**src/flash_host_map.svh**
```systemverilog
// Constants for the parallel flash host controller: widths, field positions
// and bus-cycle timing. Definitions only; included by the package and RTL.
`ifndef FLASH_HOST_MAP_SVH
`define FLASH_HOST_MAP_SVH

// Pin widths and timer counter width
`define ADDR_W            23
`define DATA_W            8
`define CNT_W             8

// Sector field of the byte address
`define SECT_HI           22
`define SECT_LO           16
`define SECT_W            7

// Clock period and interval figures in ns (plain defaults)
`define CLK_NS            10
`define ACCESS_NS         100
`define WR_PULSE_NS       50
`define INIT_PULSE_NS     500
`define INIT_RECOVERY_NS  50

// Least times round up to whole cycles
`define ACCESS_CYC        ((`ACCESS_NS + `CLK_NS - 1) / `CLK_NS)
`define WR_PULSE_CYC      ((`WR_PULSE_NS + `CLK_NS - 1) / `CLK_NS)
`define INIT_PULSE_CYC    ((`INIT_PULSE_NS + `CLK_NS - 1) / `CLK_NS)
`define INIT_REC_CYC      ((`INIT_RECOVERY_NS + `CLK_NS - 1) / `CLK_NS)

`endif

```
**src/flash_host_pkg.sv**
```systemverilog
// Types shared by the flash host controller and its cycle timer.
// Assumes flash_host_map.svh is on the include path.
package flash_host_pkg;
	`include "flash_host_map.svh"

	typedef enum logic [1:0] {
		OP_READ  = 2'h0,
		OP_WRITE = 2'h1,
		OP_PROG2 = 2'h2,
		OP_RESET = 2'h3
	} op_t;

	typedef enum logic [2:0] {
		ST_IDLE     = 3'h0,
		ST_RD       = 3'h1,
		ST_WR_PULSE = 3'h2,
		ST_WR_GAP   = 3'h3,
		ST_RST_LOW  = 3'h4,
		ST_RST_REC  = 3'h5,
		ST_RST_WAIT = 3'h6
	} state_t;
endpackage

```
**src/cycle_timer_if.sv**
```systemverilog
// Start/done handshake between the sequencer and its interval timer.
// Assumes both ends share clk.
`timescale 1ns/1ps
`include "flash_host_map.svh"
interface cycle_timer_if;
	import flash_host_pkg::*;
	logic               start;
	logic [`CNT_W-1:0]  load;
	logic               done;
	modport ctl (output start, output load, input done);
	modport tmr (input start, input load, output done);
endinterface

```
**src/cycle_timer.sv**
```systemverilog
// Down-counting interval timer for bus-cycle phases.
// Assumes start is a one-cycle pulse and load is at least 1.
`timescale 1ns/1ps
`include "flash_host_map.svh"
module cycle_timer
	import flash_host_pkg::*;
(
	input  wire logic   clk,
	input  wire logic   rstn,
	cycle_timer_if.tmr  tm
);
	logic [`CNT_W-1:0] cnt_r;

	////////////////////////////////////////////////////////////////////////
	// Count down; done fires on the same edge that the count reaches zero, so the
	// phase lasts at least load cycles.
	always_ff @(posedge clk or negedge rstn) begin
		if (!rstn) begin
			cnt_r   <= 8'h00;
			tm.done <= 1'b0;
		end else begin
			tm.done <= (cnt_r == 8'h01) && !tm.start;
			if (tm.start) begin
				cnt_r <= tm.load;
			end else if (cnt_r != 8'h00) begin
				cnt_r <= cnt_r - 8'h01;
			end
		end
	end
endmodule

```
**src/flash_host.sv**
```systemverilog
// Host controller driving an asynchronous byte-wide parallel NOR flash
// through its pins: reads, single command writes, two-cycle bypass program
// (optionally accelerated) and hardware reset pulses.
// Assumes flash pins are sampled synchronously to clk; tristate resolution
// of data_io is done outside from data_io_oe.
`timescale 1ns/1ps
`include "flash_host_map.svh"
module flash_host
	import flash_host_pkg::*;
(
	input  wire logic               clk,
	input  wire logic               rstn,
	// User command port
	input  wire logic               cmd_valid,
	output logic                    cmd_ready,
	input  wire op_t                cmd_op,
	input  wire logic [`ADDR_W-1:0] cmd_addr,
	input  wire logic [`DATA_W-1:0] cmd_wdata,
	input  wire logic [`DATA_W-1:0] cmd_prefix,
	input  wire logic               cmd_accel,
	output logic [`DATA_W-1:0]      rdata,
	output logic                    rdata_valid,
	output logic [`SECT_W-1:0]      sector_select_bits,
	output logic                    op_aborted,
	// Flash pins
	output logic [`ADDR_W-1:0]      flash_addr,
	output logic                    chip_sel_n,
	output logic                    out_gate_n,
	output logic                    wr_strobe_n,
	output logic                    init_n,
	output logic                    speedup_high_level,
	input  wire logic [`DATA_W-1:0] data_io_in,
	output logic [`DATA_W-1:0]      data_io_out,
	output logic                    data_io_oe,
	input  wire logic               ready_busy_out
);
	state_t              state_r;
	logic                second_r;
	logic [`DATA_W-1:0]  hold_r;

	cycle_timer_if tm ();

	cycle_timer u_timer (
		.clk  (clk),
		.rstn (rstn),
		.tm   (tm)
	);

	////////////////////////////////////////////////////////////////////////
	// Bus sequencer: every pin comes from a flop updated here
	always_ff @(posedge clk or negedge rstn) begin
		if (!rstn) begin
			state_r            <= ST_IDLE;
			cmd_ready          <= 1'b1;
			second_r           <= 1'b0;
			hold_r             <= 8'h00;
			rdata              <= 8'h00;
			rdata_valid        <= 1'b0;
			flash_addr         <= 23'h000000;
			chip_sel_n         <= 1'b1;
			out_gate_n         <= 1'b1;
			wr_strobe_n        <= 1'b1;
			init_n             <= 1'b1;
			speedup_high_level <= 1'b0;
			data_io_out        <= 8'h00;
			data_io_oe         <= 1'b0;
			tm.start           <= 1'b0;
			tm.load            <= 8'h01;
		end else begin
			tm.start    <= 1'b0;
			rdata_valid <= 1'b0;
			case (state_r)
			ST_IDLE: begin
				if (cmd_valid && cmd_ready) begin
					cmd_ready  <= 1'b0;
					flash_addr <= cmd_addr;
					tm.start   <= 1'b1;
					case (cmd_op)
					OP_READ: begin
						chip_sel_n <= 1'b0;
						out_gate_n <= 1'b0;
						tm.load    <= 8'(`ACCESS_CYC);
						state_r    <= ST_RD;
					end
					OP_WRITE: begin
						data_io_out <= cmd_wdata;
						data_io_oe  <= 1'b1;
						chip_sel_n  <= 1'b0;
						wr_strobe_n <= 1'b0;
						second_r    <= 1'b0;
						tm.load     <= 8'(`WR_PULSE_CYC);
						state_r     <= ST_WR_PULSE;
					end
					OP_PROG2: begin
						// First of exactly two cycles, then the byte
						data_io_out        <= cmd_prefix;
						hold_r             <= cmd_wdata;
						second_r           <= 1'b1;
						speedup_high_level <= cmd_accel;
						data_io_oe         <= 1'b1;
						chip_sel_n         <= 1'b0;
						wr_strobe_n        <= 1'b0;
						tm.load            <= 8'(`WR_PULSE_CYC);
						state_r            <= ST_WR_PULSE;
					end
					default: begin
						init_n  <= 1'b0;
						tm.load <= 8'(`INIT_PULSE_CYC);
						state_r <= ST_RST_LOW;
					end
					endcase
				end
			end
			ST_RD: begin
				if (tm.done) begin
					rdata       <= data_io_in;
					rdata_valid <= 1'b1;
					chip_sel_n  <= 1'b1;
					out_gate_n  <= 1'b1;
					cmd_ready   <= 1'b1;
					state_r     <= ST_IDLE;
				end
			end
			ST_WR_PULSE: begin
				if (tm.done) begin
					// Data stays driven through the gap for hold time
					wr_strobe_n <= 1'b1;
					tm.start    <= 1'b1;
					tm.load     <= 8'(`WR_PULSE_CYC);
					state_r     <= ST_WR_GAP;
				end
			end
			ST_WR_GAP: begin
				if (tm.done && second_r) begin
					data_io_out <= hold_r;
					second_r    <= 1'b0;
					wr_strobe_n <= 1'b0;
					tm.start    <= 1'b1;
					state_r     <= ST_WR_PULSE;
				end else if (tm.done) begin
					// Speedup level drops with the sequence's end
					chip_sel_n         <= 1'b1;
					data_io_oe         <= 1'b0;
					speedup_high_level <= 1'b0;
					cmd_ready          <= 1'b1;
					state_r            <= ST_IDLE;
				end
			end
			ST_RST_LOW: begin
				if (tm.done) begin
					init_n   <= 1'b1;
					tm.start <= 1'b1;
					tm.load  <= 8'(`INIT_REC_CYC);
					state_r  <= ST_RST_REC;
				end
			end
			ST_RST_REC: begin
				if (tm.done) begin
					state_r <= ST_RST_WAIT;
				end
			end
			ST_RST_WAIT: begin
				// Device busy until its internal reset completes
				if (ready_busy_out) begin
					cmd_ready <= 1'b1;
					state_r   <= ST_IDLE;
				end
			end
			default: begin
				state_r <= ST_IDLE;
			end
			endcase
		end
	end

	////////////////////////////////////////////////////////////////////////
	// Reports a reset that cut an embedded operation short, so software
	// knows to reissue it; cleared by the next accepted non-reset command.
	always_ff @(posedge clk or negedge rstn) begin
		if (!rstn) begin
			op_aborted <= 1'b0;
		end else if (state_r == ST_RST_LOW && !ready_busy_out) begin
			op_aborted <= 1'b1;
		end else if (cmd_valid && cmd_ready && cmd_op != OP_RESET) begin
			op_aborted <= 1'b0;
		end
	end

	////////////////////////////////////////////////////////////////////////
	// Sector of the address on the command port (cmd_addr), registered
	always_ff @(posedge clk or negedge rstn) begin
		if (!rstn) begin
			sector_select_bits <= 7'h00;
		end else begin
			sector_select_bits <= cmd_addr[`SECT_HI:`SECT_LO];
		end
	end

	////////////////////////////////////////////////////////////////////////
	// Checks. Helper counters measure reset low time, time since release
	// and write strobes per command.
	logic [9:0] low_cnt_r;
	logic [9:0] since_rel_r;
	logic [1:0] strobes_r;
	logic       we_prev_r;

	always_ff @(posedge clk or negedge rstn) begin
		if (!rstn) begin
			low_cnt_r   <= 10'h000;
			since_rel_r <= 10'h3FF;
			strobes_r   <= 2'h0;
			we_prev_r   <= 1'b1;
		end else begin
			we_prev_r   <= wr_strobe_n;
			low_cnt_r   <= init_n ? 10'h000 : low_cnt_r + 10'h001;
			if (!init_n) begin
				since_rel_r <= 10'h000;
			end else if (since_rel_r != 10'h3FF) begin
				since_rel_r <= since_rel_r + 10'h001;
			end
			if (cmd_valid && cmd_ready) begin
				strobes_r <= 2'h0;
			end else if (we_prev_r && !wr_strobe_n) begin
				strobes_r <= strobes_r + 2'h1;
			end
		end
	end

	write_levels_a: assert property (@(posedge clk) disable iff (!rstn)
		!wr_strobe_n |-> (!chip_sel_n && out_gate_n && data_io_oe))
		else $error("write strobe low without chip select or with gate low");

	read_levels_a: assert property (@(posedge clk) disable iff (!rstn)
		!out_gate_n |-> (!chip_sel_n && wr_strobe_n))
		else $error("read cycle with bad control levels");

	no_contention_a: assert property (@(posedge clk) disable iff (!rstn)
		!(data_io_oe && !out_gate_n))
		else $error("host drives data while device gate is open");

	speedup_only_a: assert property (@(posedge clk) disable iff (!rstn)
		speedup_high_level |-> !chip_sel_n && out_gate_n)
		else $error("speedup level held outside programming");

	bypass_two_a: assert property (@(posedge clk) disable iff (!rstn)
		$rose(speedup_high_level) ##1 (state_r != ST_IDLE) [*1]
		|-> strobes_r <= 2'h2)
		else $error("bypass program used more than two cycles");

	accel_end_a: assert property (@(posedge clk) disable iff (!rstn)
		$fell(speedup_high_level) |-> strobes_r == 2'h2)
		else $error("accelerated sequence was not two write cycles");

	reset_width_a: assert property (@(posedge clk) disable iff (!rstn)
		$rose(init_n) |-> low_cnt_r >= 10'(`INIT_PULSE_CYC))
		else $error("reset pulse shorter than minimum");

	recovery_a: assert property (@(posedge clk) disable iff (!rstn)
		$fell(out_gate_n) |-> since_rel_r >= 10'(`INIT_REC_CYC))
		else $error("read started inside reset recovery");

	read_access_a: assert property (@(posedge clk) disable iff (!rstn)
		$fell(out_gate_n) |-> !out_gate_n [*8] ##1 !out_gate_n)
		else $error("read finished before access time");

	busy_wait_a: assert property (@(posedge clk) disable iff (!rstn)
		(state_r == ST_RST_WAIT && !ready_busy_out) |=> !cmd_ready)
		else $error("command accepted while device still busy");

	cover_read_c: cover property (@(posedge clk) disable iff (!rstn)
		rdata_valid);
	cover_accel_c: cover property (@(posedge clk) disable iff (!rstn)
		$fell(speedup_high_level));
	cover_abort_c: cover property (@(posedge clk) disable iff (!rstn)
		$rose(op_aborted));
endmodule

```
**config.mk**
```make
export PLATFORM = sky130hd
export DESIGN_NAME = flash_host
export DESIGN_NICKNAME = d
export VERILOG_FILES = /design/src/flash_host_pkg.sv /design/src/cycle_timer_if.sv /design/src/cycle_timer.sv /design/src/flash_host.sv
export VERILOG_INCLUDE_DIRS = /design/src
export SDC_FILE = /design/constraint.sdc
export NUM_CORES = 1
export LEC_CHECK = 0
export ABC_CLOCK_PERIOD_IN_PS = 3940
export BUFFER_PORTS_ARGS = -buffer_cell sky130_fd_sc_hd__buf_4
export CAP_MARGIN = 20
export CORE_MARGIN = 2
export CORE_UTILIZATION = 35
export CTS_CLUSTER_SIZE = 25
export DETAILED_ROUTE_END_ITERATION = 8
export HOLD_SLACK_MARGIN = 0.05
export PLACE_DENSITY = 0.69
export SLEW_MARGIN = 5
export SYNTH_ARGS = -nofsm -noshare
export SYNTH_HDL_FRONTEND = slang
export SYNTH_SLANG_ARGS = --single-unit
```
**constraint.sdc**
```tcl
create_clock -name clk -period 3.94 [get_ports clk]
set_input_delay 0.197 -clock clk [delete_from_list [all_inputs] [get_ports clk]]
set_output_delay 0.197 -clock clk [all_outputs]
set_load 0.01 [all_outputs]
```
== Yosys cells after proc, flatten, opt, wreduce, memory -nomap -nowiden ==
Cells that the tools add are included.

* Reduce and logical (&&, ||, !) cells: 35
* Add/subtract/negate cells: 1
* Eq/ne operators: 26
* Muxes and demuxes: 58

{| class="wikitable"
|+ Operator list
! cell !! number
|-
| 2-to-1 mux 8 bit || 6
|-
| case mux 8 bit (2 select lines) || 3
|-
| 2-to-1 mux 1 bit || 29
|-
| 2-to-1 mux 3 bit || 7
|-
| case mux 3 bit (7 select lines) || 1
|-
| AND reduction 4 bit || 5
|-
| AND reduction 5 bit || 4
|-
| inequality test 2 x 1 -> 1 bit, second input constant || 8
|-
| inequality test 2 bit, second input constant || 8
|-
| case mux 1 bit (2 select lines) || 6
|-
| case mux 6 bit (2 select lines) || 1
|-
| nonzero test 2 bit || 6
|-
| == test 3 bit, second input constant || 3
|-
| case mux 1 bit (3 select lines) || 3
|-
| == test 8 x 1 -> 1 bit, second input constant || 1
|-
| nonzero test 8 bit || 1
|-
| subtractor 8 x 1 -> 8 bit, second input constant || 1
|-
| == test 3 x 2 -> 1 bit, second input constant || 2
|-
| case mux 3 bit (2 select lines) || 1
|-
| AND reduction 3 bit || 2
|-
| nonzero test 3 bit || 2
|-
| logical AND 1 bit || 5
|-
| case mux 1 bit (4 select lines) || 1
|-
| AND reduction 2 bit || 2
|-
| 10 further kinds || 12
|}

* Output and inout bits: 55
* Bits of input ports: 54
* Word-level logic and storage cells: 140
* Register bits: 85

== Logic depth before layout (Yosys ltp) ==
* Word-level depth: 5
* Mapped depth: 6
* Gate-level depth less buffers: 5

== Hierarchy ==
Synthesis repeated with hierarchy kept, for this count alone.

* Cells, all modules: 351
* Area total of the unflattened synthesis: 3,649.8 µm²

{| class="wikitable"
|+ By module, submodules not included
! module !! area an instance (µm²) !! cells an instance !! times used !! sequential area each (µm²)
|-
| flash_host || 3,151.8 || 300 || 1 || 1,834.3
|-
| cycle_timer || 498.0 || 51 || 1 || 225.2
|}

== Least setup slack after synthesis ==
Ideal clock, no wire load.

* Path type: register -> register
* From: reg u_timer.cnt_r[0]
* To: reg u_timer.cnt_r[1]
* Required time: 3,805 ps
* Path buffers: 0
* Arrival: 1,554 ps
* Slack: 2,251 ps
* Setup time: 135 ps
* Clock period less this slack: 1,689 ps
* Stages on the path, launching flop included: 6
* Path through: dfrtp_1 -> inv_1 -> ha_1 -> or4b_2 -> nor3_1 -> o31ai_1

* Word-level cells in the longest chain between the ends: 3
* Elaborated cells between the ends (all ways): 5
* Classes of those cells: 1 x add/sub; 2 x mux; 2 x reduce/logical

{| class="wikitable"
|+ RTL lines
! item !! line !! RTL
|-
| from (decl) || cycle_timer.sv:12 || <nowiki>logic [`CNT_W-1:0] cnt_r;</nowiki>
|-
| from (signal assigned) || cycle_timer.sv:24 || <nowiki>cnt_r <= tm.load;</nowiki>
|-
| from (signal assigned) || cycle_timer.sv:26 || <nowiki>cnt_r <= cnt_r - 8'h01;</nowiki>
|-
| subtractor 8 x 1 -> 8 bit || cycle_timer.sv:26 ||
|-
| 2-to-1 mux 8 bit || cycle_timer.sv:25 || <nowiki>end else if (cnt_r != 8'h00) begin</nowiki>
|-
| 2-to-1 mux 8 bit || cycle_timer.sv:23 || <nowiki>if (tm.start) begin</nowiki>
|}

Several ways; a longest one is shown, not always the timed one. The select of a mux whose other input is x is not followed.
A chain may end at the register's enable or synchronous reset.

== Worst setup path in the final report ==
* From: reg state_r[0]
* To: reg data_io_out[4]

* Word-level cells in the longest chain between the ends: 3
* Elaborated cells between the ends (all ways): 8
* Classes of those cells: 4 x eq/ne; 1 x mux; 3 x reduce/logical

{| class="wikitable"
|+ RTL lines
! item !! line !! RTL
|-
| from (decl) || flash_host.sv:37 || <nowiki>state_t state_r;</nowiki>
|-
| from (signal assigned) || flash_host.sv:53 || <nowiki>state_r <= ST_IDLE;</nowiki>
|-
| from (signal assigned) || flash_host.sv:83 || <nowiki>state_r <= ST_RD;</nowiki>
|-
| from (signal assigned) || flash_host.sv:92 || <nowiki>state_r <= ST_WR_PULSE;</nowiki>
|-
| == test 3 x 2 -> 1 bit or logical NOT 3 bit (tied branches) || flash_host.sv:72 || <nowiki>case (state_r)</nowiki>
|-
| inequality test 2 bit (no source line), or another cell as far along || n/a ||
|-
| AND reduction 4 bit (no source line) || n/a ||
|-
| to (signal assigned) || flash_host.sv:86 || <nowiki>data_io_out <= cmd_wdata;</nowiki>
|-
| to (signal assigned) || flash_host.sv:96 || <nowiki>data_io_out <= cmd_prefix;</nowiki>
|-
| to (signal assigned) || flash_host.sv:135 || <nowiki>data_io_out <= hold_r;</nowiki>
|-
| to (decl) || flash_host.sv:33 || <nowiki>output logic [`DATA_W-1:0] data_io_out,</nowiki>
|}

Several ways; a longest one is shown, not always the timed one.

==> summary.md <==
## Clock network
- done — TritonCTS clock tree
- 82 — number of sinks driven by the clock tree
- 0.08 ns — clock-pin slew of the registers on the worst-case setup and hold paths
- 2 — Max Root-Sink Buffers
- 3 — H-tree levels
- 0 — Post-CTS Setup Repair Bufs
- 0.35 ns — Clock Latency Late Sink
- 9 — CTS Buf Count
- sky130_fd_sc_hd__clkbuf_8 — Clk Tree Root Cell

## Floorplan
- 38 — cell row count
- 35.7% — Initial Utilization
- 109 µm — height of the die
- 0.0108 mm² — Std-Cell Core Area
- 109 µm — Chip Width
- 109 — count of pins on the block boundary
- 0.0119 mm² — die area

## Yosys
- 0 — Yosys warnings
- 57 — number of unique standard cell types used by synthesis
- 53.5% — portion of the post-synthesis area used by sequential elements
- 360 — synthesized netlist net count
- 49.4% — post-synth top area share
- 297 — Post-Synthesis Cells
- 13.0 µm² — synthesized area per cell
- 0.00385 mm² — combined area of all synthesized cells
- sky130_fd_sc_hd__dfrtp_1 — Most used DFF post-synth
- sky130_fd_sc_hd__dfrtp_1 — cell type with the largest total area after synthesis
- 100% — Async SR Flop Fraction
- 82 — synthesized flop and latch total
- 0 — EDFF count, synth
- sky130_fd_sc_hd__dfrtp_1, sky130_fd_sc_hd__mux2_2, sky130_fd_sc_hd__dfstp_2 — top post-synthesis cells by area

## Drt
- 136 — drt first-iter violations
- 6 — number of detailed-routing iterations run before antenna repair
- 15.3 µm — average routed wire per standard cell
- 4.98 — via count normalized by instance count
- 0 — # DRC
- 2766 — routed vias
- 8.49 mm — total wirelength of the detailed-routed design
- 0 — residual antenna-violating net count after detailed routing

## Finish
- 49.4% — fraction of layout instances using a drive strength above 1
- sky130_fd_sc_hd__buf_4 — most common cell after layout, fill and taps aside
- 0.00506 mm² — final design area excluding fillers
- 947 — fillers
- 474 — nets@finish
- 31.4% — Area growth, synth to finish
- sky130_fd_sc_hd__buf_4, sky130_fd_sc_hd__dfrtp_1, sky130_fd_sc_hd__mux2_2, sky130_fd_sc_hd__inv_1, sky130_fd_sc_hd__nand2_1 — commonest cells after routing, fill and taps aside
- 555 — count of placed standard cells in the final layout, fillers left out
- 0 — ant diodes

## Critical path
- register — kind of end point of the critical path
- reg -> reg — startpoint-to-endpoint class of the critical path
- 2.46 ns — arrival time worst endpoint
- register — launching element type of the critical path
- 26 — maximum net fanout on the critical path
- 4.18 ns — required arrival time at the worst endpoint

## GRT
- 13.7 mm — wire length of the first global-routing pass
- 15.1% — aggregate global-route resource usage
- 0 — grt total ovfl
- 0 — antenna violations before repair
- 2851 — vias in the first global route
- 83 — largest net degree at the start of global routing
- 4.36% — met3 global-route usage
- met2 — most utilized layer in the global route result
- 24.2% — met2 routing resource usage after global routing
- 18.6% — global routing usage on met1

## Placement
- 1.71 ns — Setup WS pre-CTS
- 0.00475 mm² — placed standard-cell area
- 6.02 mm — half-perimeter wire length after detailed placement
- 0.798 — Routability Congestion
- 108 — # port buffers
- 530 — Placed Cells

## STA
- 2.22 ns — Min Clock Period, post-route
- 0 ns — Post-Route Setup TNS
- 0 — Pins Over Slew Limit
- false — RSZ-0062 raised after global routing
- 0 — final setup fails
- 1.72 ns — worst-case setup margin in the final layout
- 0 — final hold viol count
- 0.789 ns — worst-margin pin slew
- 47.4% — remaining max-slew budget at the tightest pin
- 0.00917 ns — final setup skew
- 450 MHz — Highest Clock Rate
- 56.4% — share of the clock period used by the worst path after layout

## Min path
- in -> reg — Hold Path Class

## Power
- 0.00250 µW — leakage dissipation
- 0.235 mV — worst IR drop on VDD
- 307 mW/mm² — power density over the cells

## Outcome
- finished clean — outcome

## Run
- 0 — number of maximum-capacitance constraint violations

## state kept, by name, summed over array words and instances (netlist names), 3 cells and up
| signal | count |
|---|---|
| data_io_out | 8 |
| state_r | 3 |
| hold_r | 8 |
| rdata | 8 |
| u_timer.cnt_r | 8 |
| tm.load | 5 |
| sector_select_bits | 7 |
| flash_addr | 23 |
## cell families after synthesis
logic type / synth area share, %
muxes: 19.2
buffers and inverters: 3.58
adders and majority gates: 2.93
and+or+nand+nor: 9.72
DFF: 53.5
xor gates and xnor gates: 0.455
AOI/OAI and AO/OA: 10.6
## critical path, stage by stage, from the launching register on
cell and delay (ns):
sky130_fd_sc_hd__dfrtp_1 0.86, sky130_fd_sc_hd__nand3b_1 0.56, sky130_fd_sc_hd__mux2_2 0.43, sky130_fd_sc_hd__mux2_2 0.26
## stage by stage
stage                     hold WS [ns]  total power (µW)  util (%)
after floorplan                -0.0986               887         -
after global placement           0.315               957      44.0
after detailed placement         0.317               960      44.0
after CTS                       0.0551              1570      46.6
after global routing            0.0509              1620      46.8
final                           0.0745              1550      46.8
## per-layer routing
metal,routed length [µm],up-vias
met5,0,-
met4,160,0
met3,400,13
met2,4270,64
met1,3660,1378
li1,-,1311
## Yosys cell counts, types with 3 or more instances
cell type	number
sky130_fd_sc_hd__a211oi_1	3
sky130_fd_sc_hd__a21oi_1	6
sky130_fd_sc_hd__a2bb2oi_1	3
sky130_fd_sc_hd__a32o_1	3
sky130_fd_sc_hd__buf_2	7
sky130_fd_sc_hd__buf_4	4
sky130_fd_sc_hd__dfrtp_1	76
sky130_fd_sc_hd__dfstp_2	6
sky130_fd_sc_hd__ha_1	9
sky130_fd_sc_hd__inv_1	13
sky130_fd_sc_hd__mux2_2	63
sky130_fd_sc_hd__nand2_1	11
sky130_fd_sc_hd__nand2b_1	6
sky130_fd_sc_hd__nand3b_1	6
sky130_fd_sc_hd__nor2_1	9
sky130_fd_sc_hd__nor3_1	7
sky130_fd_sc_hd__o211ai_1	3
sky130_fd_sc_hd__o21ai_0	5
sky130_fd_sc_hd__o31ai_1	6
## report_power, final
part | leakage [µW] | internal, µW | switching, µW
registers | 0.00109 | 845 | 1.24
clock network | 0.0000958 | 308 | 293
logic | 0.00131 | 62.3 | 43.8
## worst paths after layout
path | from | to | slack, ns | cells past startpoint
setup / recovery | state_r[0] | data_io_out[4] | 1.72 | 3
hold / removal | cmd_addr[9] | flash_addr[9] | 0.07 | 2
setup reg to reg | state_r[0] | data_io_out[4] | 1.72 | 3
hold reg to reg | tm.load[0] | tm.load[0] | 0.47 | 2
max in group asynchronous | rstn | chip_sel_n | 3.10 | 3
min in group asynchronous | rstn | flash_addr[14] | 0.22 | 2
## final cells by class
cell class / instances / area [µm²] / area share, %
well taps: 140 / 175 / 3.46
repair buffers: 118 / 928 / 18.4
inverters: 13 / 48.8 / 0.965
flip-flops and latches: 82 / 2060 / 40.7
clock inverters: 4 / 51.3 / 1.01
clock buffers: 11 / 141 / 2.80
multi-input cells: 187 / 1650 / 32.7
## repair_timing
item                                   in CTS  in global routing
endpoints found under the hold margin      44                  0
setup endpoints to repair                   0                  0
hold buffers                                9                  0
resized for setup                           0                  0
(Power assumes the default switching activity.)
